**src/gpio_pkg.sv**
```systemverilog
// Package: register indices, field positions and reset values of the two-port GPIO block
package gpio_pkg;
  localparam int PORT_W = 8;
  localparam int ADDR_W = 4;
  localparam logic [3:0] REG_UPPER_LEVELS = 4'h0;
  localparam logic [3:0] REG_UPPER_LATCH = 4'h1;
  localparam logic [3:0] REG_UPPER_DIR = 4'h2;
  localparam logic [3:0] REG_CTRL_LEVELS = 4'h3;
  localparam logic [3:0] REG_CTRL_LATCH = 4'h4;
  localparam logic [3:0] REG_CTRL_DIR = 4'h5;
  localparam logic [3:0] REG_NEIGHBOUR = 4'h6;
  localparam logic [3:0] REG_MEMCTRL = 4'h7;
  localparam int PULLUP_BIT = 5;
  localparam int BUS_DISABLE_BIT = 7;
  localparam int ADDR_PINS = 4;
  localparam logic [7:0] LATCH_RST = 8'h00;
  localparam logic [7:0] DIR_RST = 8'hFF;
  localparam logic [7:0] NEIGHBOUR_RST = 8'h00;
  localparam logic [7:0] MEMCTRL_RST = 8'h80;
  localparam logic [7:0] ZERO_BYTE = 8'h00;
endpackage

```
**src/pin_sync.sv**
```systemverilog
// Three-stage pin synchroniser with second/third stage agreement
`timescale 1ns/1ps
module pin_sync
  import gpio_pkg::*;
(
  input wire logic clk_sys,
  input wire logic reset,
  input wire logic [PORT_W-1:0] pin_in,
  output logic [PORT_W-1:0] level
);
  typedef struct packed {
    logic [PORT_W-1:0] s1;
    logic [PORT_W-1:0] s2;
    logic [PORT_W-1:0] s3;
    logic [PORT_W-1:0] lvl;
  } sync_t;
  sync_t st_r;
  sync_t st_nxt;

  always_comb begin
    st_nxt = st_r;
    st_nxt.s1 = pin_in;
    st_nxt.s2 = st_r.s1;
    st_nxt.s3 = st_r.s2;
    // Only bits where stages two and three agree are taken
    st_nxt.lvl = (st_r.s2 & st_r.s3) | (st_r.lvl & (st_r.s2 ^ st_r.s3));
  end

  always_ff @(posedge clk_sys or posedge reset) begin
    if (reset) begin
      st_r <= '0;
    end else begin
      st_r <= st_nxt;
    end
  end

  assign level = st_r.lvl;
endmodule // pin_sync

```
**src/pin_mux.sv**
```systemverilog
// Per-pin output mux: peripheral override or latch under direction control
`timescale 1ns/1ps
module pin_mux
  import gpio_pkg::*;
(
  input wire logic [PORT_W-1:0] latch,
  input wire logic [PORT_W-1:0] dir,
  input wire logic [PORT_W-1:0] ovr_mask,
  input wire logic [PORT_W-1:0] ovr_data,
  output logic [PORT_W-1:0] pin_out,
  output logic [PORT_W-1:0] pin_oe
);
  // Override forces output; the stored direction bit is ignored, never altered
  assign pin_out = (ovr_mask & ovr_data) | (~ovr_mask & latch);
  assign pin_oe = ovr_mask | ~dir;
endmodule // pin_mux

```
**src/gpio_ports.sv**
```systemverilog
// Top: two 8-bit GPIO ports with external memory bus override and pull-ups
//
// The address map and the address-and-strobe port are this design's own decisions.
`timescale 1ns/1ps
// Overview of operation
// - Upper port: eight pins, own direction, latch
// - Direction 0 drives latch, 1 reads pin
// - Bus enabled: upper pins 0-3 carry address 16-19
// - Address pins forced output; pins 4-7 normal
// - Override ignores direction bits, leaves them stored
// - Control port: eight pins, own direction, latch
// - Control port resets to all inputs
// - Global bit 5 enables all control pull-ups
// - Output pins never get pull-ups
// - Pull-ups disabled after any reset
// - Clearing bus-disable bit makes control pins bus outputs
// - Bus mode forces all control pins driving
// - Control pins carry the eight bus strobes in order
module gpio_ports
  import gpio_pkg::*;
(
  input wire logic clk_sys,
  input wire logic reset,
  input wire logic [ADDR_W-1:0] reg_addr,
  input wire logic [7:0] reg_wdata,
  input wire logic reg_write,
  input wire logic reg_read,
  output logic [7:0] reg_rdata,
  input wire logic [3:0] ext_address_high,
  input wire logic address_latch_enable,
  input wire logic output_enable,
  input wire logic write_low_byte_strobe,
  input wire logic write_high_byte_strobe,
  input wire logic byte_address_zero,
  input wire logic chip_enable,
  input wire logic lower_byte_enable,
  input wire logic upper_byte_enable,
  output logic ext_bus_enabled,
  input wire logic [PORT_W-1:0] upper_pin_in,
  output logic [PORT_W-1:0] upper_pin_out,
  output logic [PORT_W-1:0] upper_pin_oe,
  input wire logic [PORT_W-1:0] control_pin_in,
  output logic [PORT_W-1:0] control_pin_out,
  output logic [PORT_W-1:0] control_pin_oe,
  output logic [PORT_W-1:0] control_pin_pullup
);
  // ************************************************************
  // State
  // ************************************************************
  typedef struct packed {
    logic [7:0] upper_port_output_latch;
    logic [7:0] upper_port_direction;
    logic [7:0] control_port_output_latch;
    logic [7:0] control_port_direction;
    logic [7:0] neighbour_port_register;
    logic [7:0] memory_control_register;
    logic [7:0] rdata;
  } regs_t;
  // Read data is a register so software sees it one cycle after the strobe
  regs_t st_r;
  regs_t st_nxt;

  logic [PORT_W-1:0] upper_port_pin_levels;
  logic [PORT_W-1:0] control_port_pin_levels;
  logic bus_on;
  logic control_port_pullup_enable;
  logic [PORT_W-1:0] upper_ovr_mask;
  logic [PORT_W-1:0] upper_ovr_data;
  logic [PORT_W-1:0] ctrl_ovr_data;
  logic [PORT_W-1:0] ctrl_ovr_mask;
  logic wr_upper_latch;
  logic wr_upper_dir;
  logic wr_ctrl_latch;
  logic wr_ctrl_dir;
  logic wr_neighbour;
  logic wr_memctrl;

  // ************************************************************
  // Pin input sampling
  // ************************************************************
  // Four flops per pin (three stages plus the level); the level moves only once the last two stages agree
  pin_sync u_sync_upper (
    .clk_sys(clk_sys),
    .reset(reset),
    .pin_in(upper_pin_in),
    .level(upper_port_pin_levels)
  );

  pin_sync u_sync_ctrl (
    .clk_sys(clk_sys),
    .reset(reset),
    .pin_in(control_pin_in),
    .level(control_port_pin_levels)
  );

  // ************************************************************
  // Decode helpers
  // ************************************************************
  // True when the index matches one register slot
  function automatic logic hits(
    input logic [ADDR_W-1:0] addr,
    input logic [ADDR_W-1:0] idx
  );
    return addr == idx;
  endfunction

  // True when the index matches either of two register slots
  function automatic logic hits_either(
    input logic [ADDR_W-1:0] addr,
    input logic [ADDR_W-1:0] idx_a,
    input logic [ADDR_W-1:0] idx_b
  );
    logic hit;
    hit = 1'b0;
    if (hits(addr, idx_a)) begin
      hit = 1'b1;
    end
    if (hits(addr, idx_b)) begin
      hit = 1'b1;
    end
    return hit;
  endfunction

  // Stored byte, replaced by write data when its slot is hit
  function automatic logic [7:0] next_byte(
    input logic hit,
    input logic [7:0] wdata,
    input logic [7:0] old
  );
    logic [7:0] val;
    val = old;
    if (hit) begin
      val = wdata;
    end
    return val;
  endfunction

  // One read slot; unselected slots give zero so they can be or-ed
  function automatic logic [7:0] read_slot(
    input logic rd,
    input logic [ADDR_W-1:0] addr,
    input logic [ADDR_W-1:0] idx,
    input logic [7:0] value
  );
    logic [7:0] val;
    val = ZERO_BYTE;
    if (rd && hits(addr, idx)) begin
      val = value;
    end
    return val;
  endfunction

  // Replicates one control bit across every pin of a port
  function automatic logic [PORT_W-1:0] spread(
    input logic bit_in
  );
    logic [PORT_W-1:0] val;
    val = '0;
    for (int i = 0; i < PORT_W; i++) begin
      val[i] = bit_in;
    end
    return val;
  endfunction

  // Marks the lowest count pins of a port when on is set
  function automatic logic [PORT_W-1:0] low_pins(
    input logic on,
    input int count
  );
    logic [PORT_W-1:0] val;
    val = '0;
    for (int i = 0; i < PORT_W; i++) begin
      if (i < count) begin
        val[i] = on;
      end
    end
    return val;
  endfunction

  // Pull-up only where the pin is released; a driven pin never needs it
  function automatic logic [PORT_W-1:0] pullup_mask(
    input logic enable,
    input logic [PORT_W-1:0] oe
  );
    logic [PORT_W-1:0] val;
    val = spread(enable) & ~oe;
    return val;
  endfunction

  // ************************************************************
  // Write decode
  // ************************************************************
  // Writing the pin-level index lands in the latch, so either index sets drive data
  assign wr_upper_latch = reg_write
    && hits_either(reg_addr, REG_UPPER_LEVELS, REG_UPPER_LATCH);
  assign wr_upper_dir = reg_write && hits(reg_addr, REG_UPPER_DIR);
  assign wr_ctrl_latch = reg_write
    && hits_either(reg_addr, REG_CTRL_LEVELS, REG_CTRL_LATCH);
  assign wr_ctrl_dir = reg_write && hits(reg_addr, REG_CTRL_DIR);
  assign wr_neighbour = reg_write && hits(reg_addr, REG_NEIGHBOUR);
  assign wr_memctrl = reg_write && hits(reg_addr, REG_MEMCTRL);

  // ************************************************************
  // Register file
  // ************************************************************
  always_comb begin
    st_nxt = st_r;
    st_nxt.upper_port_output_latch = next_byte(wr_upper_latch, reg_wdata,
      st_r.upper_port_output_latch);
    st_nxt.upper_port_direction = next_byte(wr_upper_dir, reg_wdata,
      st_r.upper_port_direction);
    st_nxt.control_port_output_latch = next_byte(wr_ctrl_latch, reg_wdata,
      st_r.control_port_output_latch);
    st_nxt.control_port_direction = next_byte(wr_ctrl_dir, reg_wdata,
      st_r.control_port_direction);
    st_nxt.neighbour_port_register = next_byte(wr_neighbour, reg_wdata,
      st_r.neighbour_port_register);
    st_nxt.memory_control_register = next_byte(wr_memctrl, reg_wdata,
      st_r.memory_control_register);
    // Unmapped indices hit no slot and so read back as zero
    st_nxt.rdata = read_slot(reg_read, reg_addr, REG_UPPER_LEVELS, upper_port_pin_levels)
      | read_slot(reg_read, reg_addr, REG_UPPER_LATCH, st_r.upper_port_output_latch)
      | read_slot(reg_read, reg_addr, REG_UPPER_DIR, st_r.upper_port_direction)
      | read_slot(reg_read, reg_addr, REG_CTRL_LEVELS, control_port_pin_levels)
      | read_slot(reg_read, reg_addr, REG_CTRL_LATCH, st_r.control_port_output_latch)
      | read_slot(reg_read, reg_addr, REG_CTRL_DIR, st_r.control_port_direction)
      | read_slot(reg_read, reg_addr, REG_NEIGHBOUR, st_r.neighbour_port_register)
      | read_slot(reg_read, reg_addr, REG_MEMCTRL, st_r.memory_control_register);
  end

  // Reset: control port all inputs, pull-up control off, bus disabled
  always_ff @(posedge clk_sys or posedge reset) begin
    if (reset) begin
      st_r.upper_port_output_latch <= LATCH_RST;
      st_r.upper_port_direction <= DIR_RST;
      st_r.control_port_output_latch <= LATCH_RST;
      st_r.control_port_direction <= DIR_RST;
      st_r.neighbour_port_register <= NEIGHBOUR_RST;
      st_r.memory_control_register <= MEMCTRL_RST;
      st_r.rdata <= ZERO_BYTE;
    end else begin
      st_r <= st_nxt;
    end
  end

  // ************************************************************
  // Read back
  // ************************************************************
  // Zero except in the cycle after a read, so a bus can or several slaves together
  assign reg_rdata = st_r.rdata;

  // ************************************************************
  // External bus override
  // ************************************************************
  // Bus enable is decoded from the stored bit alone, so leaving bus mode
  // hands the pins straight back to their latch and direction bits
  assign bus_on = ~st_r.memory_control_register[BUS_DISABLE_BIT];
  assign ext_bus_enabled = bus_on;

  // Only the four address pins are taken; pins 4-7 stay ordinary I/O
  assign upper_ovr_mask = low_pins(bus_on, ADDR_PINS);
  // Data above the address field is never used, since those pins are not taken
  assign upper_ovr_data = {{(PORT_W - ADDR_PINS){1'b0}}, ext_address_high};

  // Pin order of the bus control outputs, lowest pin first
  assign ctrl_ovr_data[0] = address_latch_enable;
  assign ctrl_ovr_data[1] = output_enable;
  assign ctrl_ovr_data[2] = write_low_byte_strobe;
  assign ctrl_ovr_data[3] = write_high_byte_strobe;
  assign ctrl_ovr_data[4] = byte_address_zero;
  assign ctrl_ovr_data[5] = chip_enable;
  assign ctrl_ovr_data[6] = lower_byte_enable;
  assign ctrl_ovr_data[7] = upper_byte_enable;

  // Every control pin is taken as a whole; none is left to software
  assign ctrl_ovr_mask = spread(bus_on);

  // Upper port: only the address field is overridden
  pin_mux u_mux_upper (
    .latch(st_r.upper_port_output_latch),
    .dir(st_r.upper_port_direction),
    .ovr_mask(upper_ovr_mask),
    .ovr_data(upper_ovr_data),
    .pin_out(upper_pin_out),
    .pin_oe(upper_pin_oe)
  );

  // Control port: the whole port follows the bus while it is enabled
  pin_mux u_mux_ctrl (
    .latch(st_r.control_port_output_latch),
    .dir(st_r.control_port_direction),
    .ovr_mask(ctrl_ovr_mask),
    .ovr_data(ctrl_ovr_data),
    .pin_out(control_pin_out),
    .pin_oe(control_pin_oe)
  );

  // ************************************************************
  // Pull-ups
  // ************************************************************
  // Set bit enables; reset value clear keeps them off until software acts
  assign control_port_pullup_enable = st_r.neighbour_port_register[PULLUP_BIT];
  assign control_pin_pullup = pullup_mask(control_port_pullup_enable, control_pin_oe);
endmodule // gpio_ports

```
**config.mk**
```make
export PLATFORM = sky130hd
export DESIGN_NAME = gpio_ports
export DESIGN_NICKNAME = d
export VERILOG_FILES = /design/src/gpio_pkg.sv /design/src/pin_sync.sv /design/src/pin_mux.sv /design/src/gpio_ports.sv
export SDC_FILE = /design/constraint.sdc
export NUM_CORES = 1
export LEC_CHECK = 0
export BUFFER_PORTS_ARGS = -buffer_cell sky130_fd_sc_hd__buf_2
export CORE_ASPECT_RATIO = 0.75
export CORE_MARGIN = 1.5
export CORE_UTILIZATION = 59
export CTS_CLUSTER_DIAMETER = 30
export DETAILED_ROUTE_END_ITERATION = 10
export PLACE_DENSITY = 0.84
export REMOVE_ABC_BUFFERS = 1
export SYNTH_ARGS = -nofsm -noshare
export SYNTH_HDL_FRONTEND = slang
export SYNTH_SLANG_ARGS = --single-unit
```
**constraint.sdc**
```tcl
create_clock -name clk_sys -period 12.76 [get_ports clk_sys]
set_input_delay 3.828 -clock clk_sys [delete_from_list [all_inputs] [get_ports clk_sys]]
set_output_delay 3.828 -clock clk_sys [all_outputs]
set_load 0.05 [all_outputs]
```
After elaboration in Yosys (flattened, before gate mapping) --
Index checks and enable logic that the tools add are counted.
Storage, ports and cells: output and inout bits 49, register bits 120, word-level logic and storage cells 79
Operators by class: equality and inequality tests 7, muxes and demuxes 12, bitwise gates (word level) 30, reduce and logical (&&, ||, !) cells 15
Operator list (number):
- 8-bit OR | 12
- 8-bit bitwise AND | 8
- 8-bit two-way mux | 8
- 8-bit inverter | 4
- 4-bit by 3-bit equality test with 1-bit output (second input constant) | 4
- 8-bit XOR | 2
- 1-bit logical AND | 14
- 4-bit by 2-bit equality test with 1-bit output (second input constant) | 2
- 4-bit inverter with 8-bit output | 1
- 4-bit by 8-bit OR with 8-bit output | 1
- 4-bit bitwise AND | 1
- 4-bit by 1-bit equality test with 1-bit output (second input constant) | 1
- 4-bit zero test | 1
- 1-bit two-way mux | 4
- 1-bit inverter | 1

Depth between registers and ports, before layout --
Gate-level depths: netlist (run 1).
word-level depth 10, mapped depth 7, depth with buffers taken out 4

Cells and area by module --
A second synthesis (run 1) with hierarchy kept.
Unflattened totals: cell total of the unflattened synthesis 360, area total of the unflattened synthesis 5190.0 sq um
Modules (own cells, without submodules):
- gpio_ports | cells each 214, area each 2800.2 sq um, times used 1
- pin_sync | cells each 57, area each 1024.7 sq um, times used 2
- pin_mux | cells each 16, area each 170.2 sq um, times used 2

Worst setup path after synthesis (run 1) --
OpenSTA, ideal clock, no wires.
kind in2out, start input address_latch_enable, end output control_pin_out[0], setup slack 4.733 ns, data required time 8.932 ns, arrival 4.199 ns, stages 1, path buffers 0, path through mux2_2
On the way: longest elaborated chain between the ends 2
Ends and longest elaborated chain:
- from (decl) | RTL line gpio_ports.sv:30 | input wire logic address_latch_enable,
- 8-bit bitwise AND | RTL line pin_mux.sv:14 | assign pin_out = (ovr_mask & ovr_data) | (~ovr_mask & latch);
- 8-bit OR | RTL line pin_mux.sv:14
- to (decl) | RTL line gpio_ports.sv:43 | output logic [PORT_W-1:0] control_pin_out,
No other way between the ends.

Final worst setup path (run 1) --
start input ext_address_high[0], end output upper_pin_out[0]
On the way: longest elaborated chain between the ends 2
Ends and longest elaborated chain:
- from (decl) | RTL line gpio_ports.sv:29 | input wire logic [3:0] ext_address_high,
- 4-bit bitwise AND | RTL line pin_mux.sv:14
- 8-bit OR | RTL line pin_mux.sv:14
- to (decl) | RTL line gpio_ports.sv:40 | output logic [PORT_W-1:0] upper_pin_out,
No other way between the ends.

==> impl_metrics.tcl, run 1 <==
set metrics [dict create \
    status "completed" \
    clock-root-buffer "clkbuf_16" \
    rsz0062_at_grt "false" \
    whs_path_depth 0 \
    crit_type "primary input to output pin" \
    die_x_um 109 \
    routed-via-count 3112 \
    synthAdderAreaFrac_pct 4.01 \
    synth_compound_area_share_pct 5.17 \
    coreArea_um2 8060 \
    drv_cap 0 \
    max_stage_delay_ns 0.26 \
    leakagePower_nw 3.00 \
    hold_path.class "flip-flop to flip-flop" \
    cts.clk_slew.worst_paths_ns 0.05 \
    n_antenna_cell 0 \
    cts_sinks 120 \
    drtPass1Iterations 4 \
    drt_iter0_markers 145 \
    fin_cells 550 \
    post_cts_resized 0 \
    crit_cells 3 \
    ys_types 34 \
    grt_pass1_wl_um 16300 \
    crit_fanout 1 \
    p_sw_mw 0.356 \
    clock_insertion_delay_worst_skew_ns 0.41 \
    port_buffers 92 \
    fillers 511 \
    cts_made_buffers 17 \
    required_ns 8.93 \
    placedCellCount 519 \
    drv_slew 0 \
    cts_tree "yes" \
    crit_arrival_ns 4.39 \
    synth-main-ff-cell "dfrtp_1" \
    worst-path-buf-inv 2 \
    grt_pass1_vias 3174 \
    r2r_cells 3 \
    p_int_mw 0.839 \
    cp-end-kind "output pin" \
    synthArstFlopShare_pct 100 \
    yosysTopAreaCellShare_pct 51.7 \
    antenna_found_initial 0 \
    crit_top_cell "buf_2" \
    yosysWarningCount 0 \
    critPathTopFamily "buffers and inverters" \
    power_frac_clock_pct 39.6 \
    worstSetupStartpointType "primary input" \
    drive_gt1_share_pct 47.6 \
    max-vdd-ir-drop_v 0.000132 \
    place_area_um2 5400 \
    clockBufferDepth 2 \
    synthCells 344 \
    drc_errors 0 \
    setup_viol 0 \
    postCtsHoldBufs 0 \
    finalCritPeriodShare_pct 64.4 \
    fin_area_um2 6000 \
    fin_skew_ns 0.00584 \
    rows 28 \
    h-tree-depth 4 \
    initial_core_util_pct 61.9 \
    path_cells "buf_2 -> mux2_2 -> buf_2" \
    yosysMostFrequentCell "dfrtp_1" \
    fin_crit_ns 8.22 \
    dpl.hpwl_um 6430 \
    synth_area_um2 4990 \
    switching_share_pct 29.8 \
    ys_seq_area_share_pct 60.6 \
    seq_area_um2 3020 \
    wirelength_um 10100 \
    grt.total_usage_pct 25.3 \
    netlist_top_cells_area "dfrtp_1, mux2_2, dfstp_2" \
    drt-wirelength-per-cell_um 18.4 \
    synth-seq-cells 120 \
    synth_edf_count 0 \
    powerDensity_nw_per_um2 199 \
    avgSynthCellArea_um2 14.5 \
    synthXorXnorAreaFrac_pct 0 \
    grt_max_degree 66 \
    hold_slack_ns 0.345 \
    hold_viol 0 \
    place.gp.congestion 0.758 \
    tns_ns 0 \
    fin_nets 493 \
    worst-slew-pin-transition_ns 0.778 \
    yosys-top-cells-count "dfrtp_1, mux2_2, mux2i_1" \
    crit_slowest_cell "mux2_2" \
    synth_top_family_by_area "multiplexers" \
    yosys.area.top_type "dfrtp_1" \
    cts_setup_buffers 0 \
    synth_mux_area_share_pct 19.7 \
    seqPwrFrac_pct 40.8 \
    dieHeight_um 82.6 \
    area_growth_pct 20.3 \
    fmax_mhz 122 \
    slew-limit-headroom_pct 48.1 \
    ant_nets 0 \
    pwr-share-comb_pct 19.6 \
    overflow 0 \
    dieArea_um2 9020 \
    multi_input_area_um2 1740 \
    synthSimpleGateAreaFrac_pct 6.02 \
    routed_via_density 5.66 \
    io_pins 93 \
]
[state kept, by name, indices dropped and copies added (netlist names)]
register and flops:
u_sync_upper.st_r 8, reg_rdata 8, u_sync_ctrl.st_r 8, st_r 47
control_port_pullup_enable 1, u_sync_upper.st_nxt 16, u_sync_ctrl.st_nxt 16, u_sync_ctrl.level 8
u_sync_upper.level 8
[logic make-up (layout without fill, tap and decap cells)]
family / count (synthesis) / in the layout
flops: 120 / 120
compound gates: 37 / 37
buf+inv: 31 / 132
simple gates: 49 / 49
mux: 91 / 91
fa+ha+maj: 16 / 16
[cells in the final DEF, fill, tap and decap left out, types with 2 or more instances in the layout]
cell       count
nand2_1       15
bufinv_16      2
nand4_2        2
and3_1         8
clkbuf_8       6
buf_4          2
dfstp_2       17
mux2i_1       32
o22ai_1       16
a21o_1        16
nor2_1         4
ha_1          16
clkbuf_16     17
clkinv_2       5
mux2_2        59
dfrtp_1      103
buf_2         92
or2_1          6
or2_2          2
inv_1          6
nand3_1        3
[per-layer routing]
layer | part of all wire [%] | global-route usage, % | vias up
li1 | - | - | 1401
met2 | 47 | 39.3 | 113
met3 | 6.5 | 8.40 | 17
met5 | 0 | 0 | -
met4 | 1.6 | 9.09 | 0
met1 | 45 | 33.8 | 1581
[final timing paths]
kind / start / to / slack, ns
worst min register to register: u_sync_ctrl.st_nxt[21] / u_sync_ctrl.st_nxt[13] / 0.35
worst max-delay path: ext_address_high[0] / upper_pin_out[0] / 4.54
worst min-delay path: u_sync_ctrl.st_nxt[21] / u_sync_ctrl.st_nxt[13] / 0.35
min in group asynchronous: reset / u_sync_ctrl.st_nxt[16] / 3.52
max in group asynchronous: reset / u_sync_ctrl.st_r[11] / 8.01
worst max register to register: st_r[15] / reg_rdata[7] / 11.20
[power by group through the flow]
| stage | Clock [mW] | Combinational [mW] | Sequential [mW] |
|---|---|---|---|
| after floorplan | 0 | 0.167 | 0.492 |
| after global placement | 0 | 0.228 | 0.488 |
| after detailed placement | 0 | 0.234 | 0.493 |
| after CTS | 0.480 | 0.236 | 0.488 |
| after global routing | 0.500 | 0.250 | 0.495 |
| final | 0.473 | 0.234 | 0.488 |
[per-stage QoR]
stage,power (mW),setup WS (ns),util (%)
3_3_place_gp,0.716,4.53,67.0
5_1_grt,1.25,4.53,74.5
4_1_cts,1.20,4.53,74.5
2_1_floorplan,0.659,4.73,-
3_5_place_dp,0.727,4.54,67.0
6_report,1.19,4.54,74.5
[cell type report]
cell class,count,share of cell area (%)
flip-flops and latches,120,50.4
inverters,7,0.479
multi-input cells,193,29.0
repair buffers,94,7.92
clock buffers,23,8.46
clock inverters,8,1.54
well taps,105,2.19
[worst reg2reg max path: stages, from the launching register on]
cell and delay, ns:
dfstp_2 1.00, mux2i_1 0.21, o22ai_1 0.15, or2_2 0.14
No activity file was read; power rests on OpenSTA's default activity.
==> run 2, diff against run 1 <==
ABC_AREA = 1   (was not set)
CORE_UTILIZATION = 50   (was 59)
PLACE_DENSITY = 0.76   (was 0.84)
clock period = 6.66 ns   (was 12.76 ns; I/O delays follow)
==> impl_metrics.tcl, run 2 <==
set metrics [dict create \
    status "completed" \
    netlist_top_cells_area "dfrtp_1, nand2_1, dfstp_2" \
    clock-root-buffer "clkbuf_16" \
    dpl.hpwl_um 7340 \
    grt.total_usage_pct 23.9 \
    overflow 0 \
    cts.clk_slew.worst_paths_ns 0.05 \
    rows 31 \
    worst-slew-pin-transition_ns 1.08 \
    hold_viol 0 \
    r2r-start "st_r[15]" \
    coreArea_um2 9700 \
    endpoint "control_pin_out[3]" \
    seqPwrFrac_pct 40.9 \
    drc_errors 0 \
    required_ns 4.66 \
    post_cts_resized 0 \
    cp-end-kind "output pin" \
    yosysTopAreaCellShare_pct 51.3 \
    tns_ns 0 \
    yosysWarningCount 0 \
    yosysMostFrequentCell "nand2_1" \
    place.gp.congestion 0.839 \
    dieArea_um2 10700 \
    r2r_cells 4 \
    area_growth_pct 21.1 \
    drtPass1Iterations 5 \
    setup_viol 0 \
    final_common_cell "nand2_1" \
    clockBufferDepth 2 \
    max-vdd-ir-drop_v 0.000189 \
    hold_path.class "flip-flop to flip-flop" \
    synth_edf_count 0 \
    routed_via_density 5.39 \
    yosys.area.top_type "dfrtp_1" \
    grt_pass1_wl_um 19300 \
    largest_reg_flops 47 \
    initial_core_util_pct 51.8 \
    reg2reg_slack_ns 5.38 \
    switching_share_pct 29.2 \
    pwr-share-comb_pct 16.7 \
    yosys-top-cells-count "nand2_1, dfrtp_1, nand4_1" \
    grt_max_degree 72 \
    fmax_mhz 224 \
    io_pins 93 \
    synth-seq-cells 120 \
    fin_crit_ns 4.46 \
    synthCells 497 \
    cts_made_buffers 17 \
    crit_type "primary input to output pin" \
    cts_tree "yes" \
    cts_setup_buffers 0 \
    synth-main-ff-cell "dfrtp_1" \
    crit_fanout 1 \
    clock_insertion_delay_worst_skew_ns 0.41 \
    timing.rr.end "reg_rdata[7]" \
    drive_gt1_share_pct 29.4 \
    p_sw_mw 0.649 \
    antenna_found_initial 0 \
    wirelength_um 11800 \
    drt_iter0_markers 278 \
    h-tree-depth 4 \
    routed-via-count 3886 \
    ys_seq_area_share_pct 60.2 \
    synthArstFlopShare_pct 100 \
    ys_types 22 \
    fin_skew_ns 0.00627 \
    placedCellCount 690 \
    powerDensity_nw_per_um2 365 \
    fin_cells 721 \
    postCtsHoldBufs 0 \
    n_antenna_cell 0 \
    crit_arrival_ns 2.47 \
    grt_pass1_vias 3831 \
    port_buffers 92 \
    avgSynthCellArea_um2 10.1 \
    whs_path_depth 0 \
    ant_nets 0 \
    rsz0062_at_grt "false" \
    final_cell_mix "nand2_1, dfrtp_1, buf_2" \
    p_int_mw 1.57 \
    dieHeight_um 89.8 \
    worstSetupStartpointType "primary input" \
    leakagePower_nw 3.16 \
    finalCritPeriodShare_pct 67.0 \
    crit_start "write_high_byte_strobe" \
    die_x_um 119 \
    cts_sinks 120 \
    drv_slew 0 \
    slew-limit-headroom_pct 28.1 \
    power_frac_clock_pct 42.4 \
    drv_cap 0 \
    synth_area_um2 5020 \
    top_register "st_r" \
    fin_nets 637 \
    total_power_mw 2.22 \
    drt-wirelength-per-cell_um 16.3 \
]
-- run 2: changes by cell type in the layout (fill, tap and decap cells not counted), moves of 22 or more --
cell / previous run / this run
mux2_2: 59 / 0
mux2i_1: 32 / 0
nand2_1: 15 / 141
nand3_1: 3 / 25
nand4_1: 0 / 40
o21ai_1: 0 / 32
-- run 2: power by group through the flow --
stage | registers [mW] | logic [mW] | clock network, mW
finish | 0.908 | 0.371 | 0.942
global route | 0.918 | 0.402 | 0.993
CTS | 0.905 | 0.373 | 0.956
detailed placement | 0.916 | 0.370 | 0
global placement | 0.910 | 0.359 | 0
floorplan | 0.921 | 0.248 | 0
-- run 2: worst min-delay path by stage --
stage / start / to / slack (ns)
2_1_floorplan: u_sync_ctrl.st_nxt[18] / u_sync_ctrl.st_nxt[10] / 0.33
3_3_place_gp: u_sync_upper.st_nxt[23] / u_sync_upper.st_nxt[15] / 0.33
3_5_place_dp: u_sync_ctrl.st_nxt[22] / u_sync_ctrl.st_nxt[14] / 0.33
4_1_cts: u_sync_ctrl.st_nxt[22] / u_sync_ctrl.st_nxt[14] / 0.35
5_1_grt: u_sync_upper.st_nxt[22] / u_sync_upper.st_nxt[14] / 0.35
6_report: u_sync_ctrl.st_nxt[22] / u_sync_ctrl.st_nxt[14] / 0.34
-- run 2: metal layers --
metal | share of wire (%) | routed length (um) | track usage (%) | up-vias
met5 | 0 | 0 | 0 | -
met4 | 2.0 | 240 | 10.0 | 0
met3 | 8.0 | 937 | 8.25 | 22
met2 | 47 | 5590 | 37.6 | 168
met1 | 43 | 5010 | 30.5 | 1877
li1 | - | - | - | 1819
-- run 2: cell type report --
cell class,count,area [um2]
inverters,20,78.8
flip-flops and latches,120,3020
multi-input cells,324,1720
fillers,776,3620
clock buffers,22,464
repair buffers,94,475
clock inverters,9,148
well taps,132,165
-- run 2: kinds of logic after synthesis --
group / after synthesis / share of synthesized area (%)
buffers and inverters: 53 / 5.41
AND/OR/NAND/NOR: 244 / 22.0
AO/OA/AOI/OAI: 64 / 8.37
flip-flops: 120 / 60.2
adder cells (fa/ha/maj): 16 / 3.99
-- run 2: stage by stage --
step | setup slack, ns | cell area, um2 | hold slack [ns] | util (%)
finish | 2.20 | 6080 | 0.344 | 62.7
global route | 2.13 | 6080 | 0.353 | 62.7
detailed placement | 2.20 | 5470 | 0.335 | 56.4
CTS | 2.19 | 6080 | 0.346 | 62.7
floorplan | 1.50 | 4820 | 0.331 | -
global placement | 2.20 | 5470 | 0.332 | 56.4
-- run 2: critical path: stages --
cell and delay, ns:
buf_2 0.08, nand2_1 0.05, nand2_1 0.09, buf_2 0.26
